[src/inc/tsp_pkg.sv]
/*
  package for the totalize stamp processor: register map, field layout,
  capture carrier types and time scaling constants.
  assumes nothing beyond a SystemVerilog compiler.
*/
package tsp_pkg;

  // ----------------------------------------------------------------
  // widths
  // ----------------------------------------------------------------
  localparam int EVT_W   = 32;
  localparam int TIME_W  = 32;
  localparam int INT_W   = 16;
  localparam int STAMP_W = 48;  // corrected counts (count + correction)
  localparam int TS_W    = 56;  // time stamps in units of 0.1 ns

  // ----------------------------------------------------------------
  // interpolator/status field bit positions
  // ----------------------------------------------------------------
  localparam int BIT_BLOCK_START  = 0;
  localparam int BIT_INHIBIT      = 1;
  localparam int BIT_FIRST_FLAG   = 13;  // sampled arming layout
  localparam int BIT_SECOND_FLAG  = 14;  // time/interval arming layout
  localparam logic [INT_W-1:0] INT_VALUE_MASK = 16'h1fff;

  // ----------------------------------------------------------------
  // time scaling: stamp in 0.1 ns units
  // ----------------------------------------------------------------
  localparam int TIME_TICK_PS  = 2000;  // 2 ns per time count
  localparam int INTERP_TICK_PS = 100;  // 0.1 ns per interpolator count
  localparam logic [7:0] TIME_SCALE = 8'(TIME_TICK_PS / INTERP_TICK_PS);

  // ----------------------------------------------------------------
  // apb register map (byte addresses)
  // ----------------------------------------------------------------
  localparam logic [7:0] OFS_CTRL      = 8'h00;
  localparam logic [7:0] OFS_EVT_CORR  = 8'h04;
  localparam logic [7:0] OFS_TIME_CORR = 8'h08;
  localparam logic [7:0] OFS_STATUS    = 8'h0c;
  localparam logic [7:0] OFS_SAMPLES   = 8'h10;
  localparam int CTRL_LAYOUT_BIT = 0;  // 0: bit-13 layout, 1: bit-14 layout
  localparam int CTRL_GATE_BIT   = 1;  // produce gate times
  localparam int CTRL_CLEAR_BIT  = 2;  // write 1: restart the block
  localparam logic [31:0] CTRL_RESET      = 32'h0000_0000;
  localparam logic [31:0] EVT_CORR_RESET  = 32'h0000_0000;
  localparam logic [31:0] TIME_CORR_RESET = 32'h0000_0000;

  // ----------------------------------------------------------------
  // carriers
  // ----------------------------------------------------------------
  typedef struct packed {
    logic [EVT_W-1:0]  evt;
    logic [TIME_W-1:0] tim;
    logic [INT_W-1:0]  intp;
  } capture_s;

  typedef struct packed {
    logic [STAMP_W-1:0] total;
    logic [TS_W-1:0]    gate;
    logic               gate_vld;
    logic               block_start;
    logic               inhibit;
  } result_s;

  typedef enum logic [1:0] {
    ST_FIRST  = 2'b00,
    ST_SECOND = 2'b01
  } phase_e;

endpackage : tsp_pkg

[src/rtl/tsp_rollover.sv]
/*
  rollover corrector: adds an accumulated correction to a count stream
  and grows the correction whenever a count falls below its predecessor.
  assumes in_vld pulses once per sample and corr is stable during a block.
*/
module tsp_rollover (
  // clock and reset
  input  wire logic                        pclk,
  input  wire logic                        presetn,
  input  wire logic                        ce,
  input  wire logic                        clr,
  // stream
  input  wire logic                        in_vld,
  input  wire logic [31:0]                 in_cnt,
  input  wire logic [31:0]                 corr,
  output logic      [tsp_pkg::STAMP_W-1:0] out_cnt
);
  logic [31:0]                 prev_q;
  logic                        have_q;
  logic [tsp_pkg::STAMP_W-1:0] acc_q;
  logic [tsp_pkg::STAMP_W-1:0] acc_d;

  // a smaller count than before means the hardware counter wrapped
  always_comb begin
    acc_d = acc_q;
    if (have_q && (in_cnt < prev_q)) begin
      acc_d = acc_q + tsp_pkg::STAMP_W'(corr);
    end
  end

  assign out_cnt = tsp_pkg::STAMP_W'(in_cnt) + acc_d;

  // correction persists for all later samples of the block
  always_ff @(posedge pclk or negedge presetn) begin
    if (!presetn) begin
      prev_q <= 32'h0000_0000;
      have_q <= 1'b0;
      acc_q  <= '0;
    end else if (ce) begin
      if (clr) begin
        have_q <= 1'b0;
        acc_q  <= '0;
      end else if (in_vld) begin
        prev_q <= in_cnt;
        have_q <= 1'b1;
        acc_q  <= acc_d;
      end
    end
  end

  // a wrapped count must grow the correction by exactly one step
  AST_ROLL_ACC: assert property (@(posedge pclk) disable iff (!presetn)
    (ce && !clr && in_vld && have_q && (in_cnt < prev_q))
      |=> acc_q == $past(acc_q) + tsp_pkg::STAMP_W'($past(corr)))
    else $error("wrapped count did not grow the correction");
endmodule : tsp_rollover

[src/rtl/tsp_stamp.sv]
/*
  time stamp former: stamp = count * 20 - interpolator, in 0.1 ns units.
  assumes a combinational path is acceptable at 125 MHz for one multiply.
*/
module tsp_stamp (
  // inputs
  input  wire logic [tsp_pkg::STAMP_W-1:0] cnt,
  input  wire logic [tsp_pkg::INT_W-1:0]   intp,
  // stamp
  output logic      [tsp_pkg::TS_W-1:0]    stamp
);
  // interpolator weight is one tenth of a nanosecond
  assign stamp = tsp_pkg::TS_W'(cnt) * tsp_pkg::TS_W'(tsp_pkg::TIME_SCALE)
               - tsp_pkg::TS_W'(intp & tsp_pkg::INT_VALUE_MASK);
endmodule : tsp_stamp

[src/rtl/tsp_core.sv]
/*
  totalize stamp processor: merges capture pairs into valid samples,
  corrects rollovers, forms time stamps and emits totalize counts and
  optional gate times, with an apb slave for configuration and status.
  assumes captures come from logic on pclk, one per cap_vld pulse,
  first and second capture alternating.
*/
// The address map and the APB register port were decided locally.
module tsp_core (
  // clock, reset, enable
  input  wire logic                    pclk,
  input  wire logic                    presetn,
  input  wire logic                    ce,
  // apb slave
  input  wire logic                    psel,
  input  wire logic                    penable,
  input  wire logic                    pwrite,
  input  wire logic [7:0]              paddr,
  input  wire logic [31:0]             pwdata,
  output logic      [31:0]             prdata,
  output logic                         pready,
  output logic                         pslverr,
  // capture stream
  input  wire logic                    cap_vld,
  input  wire tsp_pkg::capture_s       cap,
  // results
  output logic                         res_vld,
  output tsp_pkg::result_s             res
);
  // ----------------------------------------------------------------
  // registers
  // ----------------------------------------------------------------
  logic [31:0]                 ctrl_q;
  logic [31:0]                 evt_corr_q;
  logic [31:0]                 time_corr_q;
  logic [31:0]                 samples_q;
  logic                        clr_q;
  logic                        apb_acc;
  logic                        apb_wr;
  logic [31:0]                 rd_d;
  logic                        unmapped;
  tsp_pkg::phase_e             phase_q;      // pairing state, read back in status
  logic                        have_prev_q;  // a sample is held for differencing

  // the pready cycle is excluded so that each transfer is taken exactly once
  assign apb_acc = psel && penable && !pready;
  assign apb_wr  = apb_acc && pwrite;

  // read mux; unmapped addresses answer with pslverr
  always_comb begin
    rd_d     = 32'h0000_0000;
    unmapped = 1'b0;
    case (paddr)
      tsp_pkg::OFS_CTRL:      rd_d = ctrl_q;
      tsp_pkg::OFS_EVT_CORR:  rd_d = evt_corr_q;
      tsp_pkg::OFS_TIME_CORR: rd_d = time_corr_q;
      tsp_pkg::OFS_STATUS:    rd_d = {30'h0, phase_q == tsp_pkg::ST_SECOND, have_prev_q};
      tsp_pkg::OFS_SAMPLES:   rd_d = samples_q;
      default:                unmapped = 1'b1;
    endcase
  end

  // one wait state: pready answers in the first access cycle's next edge
  always_ff @(posedge pclk or negedge presetn) begin
    if (!presetn) begin
      pready  <= 1'b0;
      pslverr <= 1'b0;
      prdata  <= 32'h0000_0000;
    end else if (ce) begin
      pready  <= apb_acc;
      pslverr <= apb_acc && unmapped;
      if (apb_acc && !pwrite) begin
        prdata <= rd_d;
      end
    end
  end

  // configuration writes; clear bit self-clears to a one-cycle pulse
  always_ff @(posedge pclk or negedge presetn) begin
    if (!presetn) begin
      ctrl_q      <= tsp_pkg::CTRL_RESET;
      evt_corr_q  <= tsp_pkg::EVT_CORR_RESET;
      time_corr_q <= tsp_pkg::TIME_CORR_RESET;
      clr_q       <= 1'b0;
    end else if (ce) begin
      clr_q <= 1'b0;
      if (apb_wr) begin
        case (paddr)
          tsp_pkg::OFS_CTRL: begin
            ctrl_q <= pwdata & 32'h0000_0003;
            clr_q  <= pwdata[tsp_pkg::CTRL_CLEAR_BIT];
          end
          tsp_pkg::OFS_EVT_CORR:  evt_corr_q  <= pwdata;
          tsp_pkg::OFS_TIME_CORR: time_corr_q <= pwdata;
          default: ;
        endcase
      end
    end
  end

  // ----------------------------------------------------------------
  // capture pairing
  // ----------------------------------------------------------------
  logic [31:0]                 first_evt_q;
  logic                        first_bs_q;
  logic                        first_inh_q;
  logic                        sel_flag;
  logic [31:0]                 valid_evt;
  logic                        sample_vld;

  // captures alternate first, second within each sample
  always_ff @(posedge pclk or negedge presetn) begin
    if (!presetn) begin
      phase_q     <= tsp_pkg::ST_FIRST;
      first_evt_q <= 32'h0000_0000;
      first_bs_q  <= 1'b0;
      first_inh_q <= 1'b0;
    end else if (ce) begin
      if (clr_q) begin
        phase_q <= tsp_pkg::ST_FIRST;
      end else if (cap_vld) begin
        case (phase_q)
          tsp_pkg::ST_FIRST: begin
            phase_q     <= tsp_pkg::ST_SECOND;
            first_evt_q <= cap.evt;
            first_bs_q  <= cap.intp[tsp_pkg::BIT_BLOCK_START];
            first_inh_q <= cap.intp[tsp_pkg::BIT_INHIBIT];
          end
          tsp_pkg::ST_SECOND: phase_q <= tsp_pkg::ST_FIRST;
          default:            phase_q <= tsp_pkg::ST_FIRST;
        endcase
      end
    end
  end

  assign sample_vld = ce && !clr_q && cap_vld && (phase_q == tsp_pkg::ST_SECOND);

  // layout bit picks which status bit selects the valid count
  assign sel_flag = ctrl_q[tsp_pkg::CTRL_LAYOUT_BIT]
                  ? cap.intp[tsp_pkg::BIT_SECOND_FLAG]
                  : cap.intp[tsp_pkg::BIT_FIRST_FLAG];

  // second capture minus one when the first attempt missed
  assign valid_evt = sel_flag ? (cap.evt - 32'h0000_0001)
                              : first_evt_q;

  // ----------------------------------------------------------------
  // rollover correction and stamps
  // ----------------------------------------------------------------
  logic [tsp_pkg::STAMP_W-1:0] evt_stamp;
  logic [tsp_pkg::STAMP_W-1:0] time_cnt;
  logic [tsp_pkg::TS_W-1:0]    time_stamp;

  tsp_rollover u_evt_roll (
    .pclk    (pclk),
    .presetn (presetn),
    .ce      (ce),
    .clr     (clr_q),
    .in_vld  (sample_vld),
    .in_cnt  (valid_evt),
    .corr    (evt_corr_q),
    .out_cnt (evt_stamp)
  );

  tsp_rollover u_time_roll (
    .pclk    (pclk),
    .presetn (presetn),
    .ce      (ce),
    .clr     (clr_q),
    .in_vld  (sample_vld),
    .in_cnt  (cap.tim),
    .corr    (time_corr_q),
    .out_cnt (time_cnt)
  );

  tsp_stamp u_stamp (
    .cnt   (time_cnt),
    .intp  (cap.intp),
    .stamp (time_stamp)
  );

  // ----------------------------------------------------------------
  // differences between consecutive samples
  // ----------------------------------------------------------------
  logic [tsp_pkg::STAMP_W-1:0] prev_evt_q;
  logic [tsp_pkg::TS_W-1:0]    prev_ts_q;
  logic                        prev_bs_q;
  logic                        prev_inh_q;

  // the first sample of a block only primes the history
  always_ff @(posedge pclk or negedge presetn) begin
    if (!presetn) begin
      prev_evt_q  <= '0;
      prev_ts_q   <= '0;
      prev_bs_q   <= 1'b0;
      prev_inh_q  <= 1'b0;
      have_prev_q <= 1'b0;
      samples_q   <= 32'h0000_0000;
    end else if (ce) begin
      if (clr_q) begin
        have_prev_q <= 1'b0;
        samples_q   <= 32'h0000_0000;
      end else if (sample_vld) begin
        prev_evt_q  <= evt_stamp;
        prev_ts_q   <= time_stamp;
        prev_bs_q   <= first_bs_q;
        prev_inh_q  <= first_inh_q;
        have_prev_q <= 1'b1;
        samples_q   <= samples_q + 32'h0000_0001;
      end
    end
  end

  // results describe the interval that starts at the previous sample
  always_ff @(posedge pclk or negedge presetn) begin
    if (!presetn) begin
      res_vld <= 1'b0;
      res     <= '0;
    end else if (ce) begin
      res_vld <= sample_vld && have_prev_q;
      if (sample_vld && have_prev_q) begin
        res.total       <= evt_stamp - prev_evt_q;
        res.gate_vld    <= ctrl_q[tsp_pkg::CTRL_GATE_BIT];
        res.gate        <= ctrl_q[tsp_pkg::CTRL_GATE_BIT]
                         ? (time_stamp - prev_ts_q) : '0;
        res.block_start <= prev_bs_q;
        res.inhibit     <= prev_inh_q;
      end
    end
  end

  // ----------------------------------------------------------------
  // checks
  // ----------------------------------------------------------------
  AST_PAIR_ALTERNATES: assert property (@(posedge pclk) disable iff (!presetn)
    (ce && cap_vld && !clr_q && phase_q == tsp_pkg::ST_FIRST) |=> phase_q == tsp_pkg::ST_SECOND)
    else $error("first capture did not advance to second");

  AST_FLAG_ZERO_FIRST: assert property (@(posedge pclk) disable iff (!presetn)
    (sample_vld && !sel_flag) |-> valid_evt == first_evt_q)
    else $error("flag zero must pick first capture");

  AST_FLAG_ONE_SECOND: assert property (@(posedge pclk) disable iff (!presetn)
    (sample_vld && sel_flag) |-> valid_evt == cap.evt - 32'h0000_0001)
    else $error("flag one must pick second capture minus one");

  AST_LAYOUT13: assert property (@(posedge pclk) disable iff (!presetn)
    !ctrl_q[tsp_pkg::CTRL_LAYOUT_BIT] |-> sel_flag == cap.intp[13])
    else $error("sampled layout must use bit 13");

  AST_LAYOUT14: assert property (@(posedge pclk) disable iff (!presetn)
    ctrl_q[tsp_pkg::CTRL_LAYOUT_BIT] |-> sel_flag == cap.intp[14])
    else $error("time/interval layout must use bit 14");

  AST_TOTAL_DIFF: assert property (@(posedge pclk) disable iff (!presetn)
    (ce && sample_vld && have_prev_q) |=> res_vld && res.total == $past(evt_stamp) - $past(prev_evt_q))
    else $error("totalize result is not the stamp difference");

  AST_GATE_DIFF: assert property (@(posedge pclk) disable iff (!presetn)
    (ce && sample_vld && have_prev_q && ctrl_q[1]) |=> res.gate == $past(time_stamp) - $past(prev_ts_q))
    else $error("gate time is not the stamp difference");

  AST_GATE_OFF: assert property (@(posedge pclk) disable iff (!presetn)
    (res_vld && !res.gate_vld) |-> res.gate == '0)
    else $error("gate time produced while disabled");

  AST_NO_FIRST_RESULT: assert property (@(posedge pclk) disable iff (!presetn)
    (sample_vld && !have_prev_q) |=> !res_vld)
    else $error("result emitted without a previous sample");

  AST_FIRST_CAP_QUIET: assert property (@(posedge pclk) disable iff (!presetn)
    (ce && cap_vld && !clr_q && phase_q == tsp_pkg::ST_FIRST) |=> !res_vld)
    else $error("first capture alone produced a result");

  AST_SECOND_RETURNS: assert property (@(posedge pclk) disable iff (!presetn)
    sample_vld |=> phase_q == tsp_pkg::ST_FIRST)
    else $error("second capture did not close the sample");

  AST_RESULT_PULSE: assert property (@(posedge pclk) disable iff (!presetn)
    (ce && res_vld) |=> !res_vld)
    else $error("result valid stood for more than one cycle");

  AST_STATUS_CARRY: assert property (@(posedge pclk) disable iff (!presetn)
    (sample_vld && have_prev_q)
      |=> res.block_start == $past(prev_bs_q) && res.inhibit == $past(prev_inh_q))
    else $error("block start or inhibit not carried into the result");

  // a low enable must leave pairing, history and results untouched
  AST_CE_FREEZE: assert property (@(posedge pclk) disable iff (!presetn)
    !ce |=> $stable(phase_q) && $stable(res_vld) && $stable(samples_q))
    else $error("state changed while the clock enable was low");
endmodule : tsp_core

[config.mk]
export PLATFORM = sky130hd
export DESIGN_NAME = tsp_core
export DESIGN_NICKNAME = d
export VERILOG_FILES = /design/src/inc/tsp_pkg.sv /design/src/rtl/tsp_rollover.sv /design/src/rtl/tsp_stamp.sv /design/src/rtl/tsp_core.sv
export SDC_FILE = /design/constraint.sdc
export NUM_CORES = 2
export LEC_CHECK = 0
export ABC_AREA = 1
export BUFFER_PORTS_ARGS = -buffer_cell sky130_fd_sc_hd__buf_2
export CORE_AREA = 2 2 275 305
export CTS_CLUSTER_DIAMETER = 40
export CTS_CLUSTER_SIZE = 30
export DETAILED_ROUTE_END_ITERATION = 10
export DIE_AREA = 0 0 277 307
export GPL_TIMING_DRIVEN = 1
export PLACE_DENSITY = 0.73
export SETUP_SLACK_MARGIN = 0.5
export SLEW_MARGIN = 25
export SYNTH_ARGS = -nofsm -noshare
export SYNTH_HDL_FRONTEND = slang
export SYNTH_SLANG_ARGS = --single-unit
[constraint.sdc]
create_clock -name pclk -period 24.1 [get_ports pclk]
set_input_delay 4.82 -clock pclk [delete_from_list [all_inputs] [get_ports pclk]]
set_output_delay 4.82 -clock pclk [all_outputs]
set_load 0.005 [all_outputs]
==> flow_metrics.tcl <==
set metrics [dict create \
    clk_pin_slew_ns 0.05 \
    cts.path.max_buffers 3 \
    max_freq_mhz 65.59 \
    ys.flop_type "dfrtp_1" \
    post-dp-hpwl_um 111300 \
    grt_pass1_vias 41260 \
    cts_buffers 89 \
    synth_area_leaders "dfrtp_1 (30%), nand2_1 (13%), ha_1 (11%), inv_1 (7.6%), o21ai_0 (7.3%)" \
    post_cts_buffers 0 \
    path_common_cell "nand2_1" \
    clock_sinks 541 \
    setup_violations 0 \
    post_cts_resized 0 \
    end_kind "flop" \
    clk_latency_ns 0.67 \
    layout.nets 7209 \
    die_x_um 277 \
    ys_seq_area_share_pct 30.26 \
    max_cap_viol_count 0 \
    grt_use_total_pct 32.53 \
    crit_fanout 49 \
    drt_iter0_drc 3824 \
    yosysMostFrequentCell "nand2_1" \
    synth_edf_count 0 \
    finClkSkew_ns 0.03518 \
    tns_ns 0 \
    yosysTopAreaCell "dfrtp_1" \
    die_area_um2 85040 \
    layout-drive-gt1-share_pct 8.915 \
    status "completed" \
    period_needed_ns 15.25 \
    avgViaCountPerCell 5.606 \
    max_slew.worst_pin.slew_ns 1.089 \
    avgSynthCellArea_um2 6.942 \
    rsz0062_at_grt "false" \
    grt_max_degree 225 \
    place.gp.congestion 1.015 \
    r2r_end "res[55]" \
    grt_first_pass_wirelength_um 221800 \
    drv_slew 0 \
    io_pins 269 \
    ys_ff_latch 541 \
    first_pass_iters 6 \
    cts_root_buffer "clkbuf_16" \
    path_class "primary input to flop" \
    synth_top_cells_by_count "nand2_1 (1567), inv_1 (900), o21ai_0 (651), nor2_1 (552), dfrtp_1 (541)" \
    finalCritPeriodShare_pct 63.26 \
    r2r_cells 59 \
    drc 0 \
    ant_nets 0 \
    slew_headroom_pct 27.37 \
    crit_slowest_cell "inv_2" \
    antenna_found_initial 1 \
    crit_arrival_ns 15.77 \
    start_util_pct 54.41 \
    final-hold-violation-count 0 \
    place.port_buffers 267 \
    critPathMaxStageDelay_ns 0.77 \
    area_growth_pct 12.69 \
    async_flop_share_pct 100.0 \
    hold_class "flop to flop" \
    vias 43880 \
    drt_wl_total_um 140600 \
    die_h_um 307 \
    postCtsHoldBufs 0 \
    cp.required_ns 24.63 \
    r2r_slack_ns 12.78 \
    timing.rr.start "u_time_roll.prev_q[1]" \
    synth_top_area_share_pct 30.26 \
    gr-total-overflow 0 \
    worstSetupEndpoint "res[55]" \
    cp-start-kind "primary input" \
    synth_nets 6975 \
    wl_per_cell_um 17.96 \
    ys_warn_count 0 \
    rows 111 \
    yosysUniqueCellTypes 70 \
    cts_tree "built" \
    crit_start "cap[19]" \
    synthesis.area_um2 44730 \
    syn_inst 6444 \
    coreArea_um2 82220 \
    htreeDepth 3 \
]
[metrics by stage]
step | instances | util, % | worst slack (ns) | hold slack (ns) | instance area, um2
6_report | 7827 | 61.31 | 8.854 | 0.4707 | 50410
5_1_grt | 7826 | 61.31 | 7.795 | 0.4860 | 50410
4_1_cts | 7826 | 61.30 | 9.037 | 0.4748 | 50400
3_5_place_dp | 7660 | 57.26 | 8.399 | 0.4605 | 47080
3_3_place_gp | 7660 | 57.26 | 8.437 | 0.4557 | 47080
2_1_floorplan | 6444 | - | 11.12 | 0.4479 | 44730
[cell type report]
class                      count  area [um2]
timing repair buffer         288        1529
sequential                   541       13540
multi-input combinational   4838       27220
antenna                        1       2.502
fill                        7735       31810
clock buffer                  97        2308
inverter                     920        3458
tap                         1073        1343
clock inverter                69        1015
[logic make-up (layout without fill, tap and decap cells)]
| kind of cell | count (synthesis) | after routing | synth area share, % |
|---|---|---|---|
| AND/OR/NAND/NOR | 2649 | 2649 | 24.82 |
| XOR/XNOR | 281 | 281 | 5.686 |
| buffers and inverters | 1065 | 1374 | 8.984 |
| AO/OA/AOI/OAI | 1499 | 1499 | 18.70 |
| adder cells (fa/ha/maj) | 404 | 404 | 11.42 |
| multiplexers | 5 | 5 | 0.1259 |
| flip-flops | 541 | 541 | 30.26 |
| other | 0 | 1 | 0 |
[how the worst min path moves through the flow]
stage          cells after the start         endpoint  slack (ns)             from
4_1_cts                            2          res[30]        0.47          res[30]
2_1_floorplan                      2  first_evt_q[17]        0.45  first_evt_q[17]
3_3_place_gp                       2          res[60]        0.46          res[60]
5_1_grt                            2          res[14]        0.49          res[14]
3_5_place_dp                       2          res[43]        0.46          res[43]
6_report                           2          res[30]        0.47          res[30]
[worst max-delay path: cells and delay by family]
kind,cells,cell delay (ns)
AOI/OAI and AO/OA,19,3.69
and+or+nand+nor,22,3.09
adders and majority gates,6,1.90
buffers and inverters,10,1.45
xor gates and xnor gates,2,0.74
[registers in the layout, summed over array words and instances (netlist names), 2 cells and up]
signal	count
u_evt_roll.prev_q	32
evt_corr_q	32
res	107
u_time_roll.acc_q	48
prev_ts_q	54
u_evt_roll.acc_q	48
first_evt_q	32
prdata	32
samples_q	32
u_time_roll.prev_q	32
prev_evt_q	48
ctrl_q	2
time_corr_q	32
[layout by cell type, fill, tap and decap left out, types with 195 or more instances in the layout]
cell type	synthesis	routed
nand2_1	1567	1563
inv_1	900	898
o21ai_0	651	651
nor2_1	552	550
dfrtp_1	541	541
a21oi_1	473	473
ha_1	397	397
buf_2	5	266
nand3_1	241	241
xor2_1	195	195
[metal layers]
layer	vias to the layer above	part of all wire (%)	GRT usage, %	wire length, um
met5	-	0	0	0
met2	1398	44	51.62	62150
met4	0	4.3	13.69	6093
li1	21790	-	-	-
met1	20430	45	45.06	63840
met3	254	6.1	3.829	8531
Power is not shown: default switching activity piles up to over one toggle a cycle in this logic, so the estimate is an artifact.
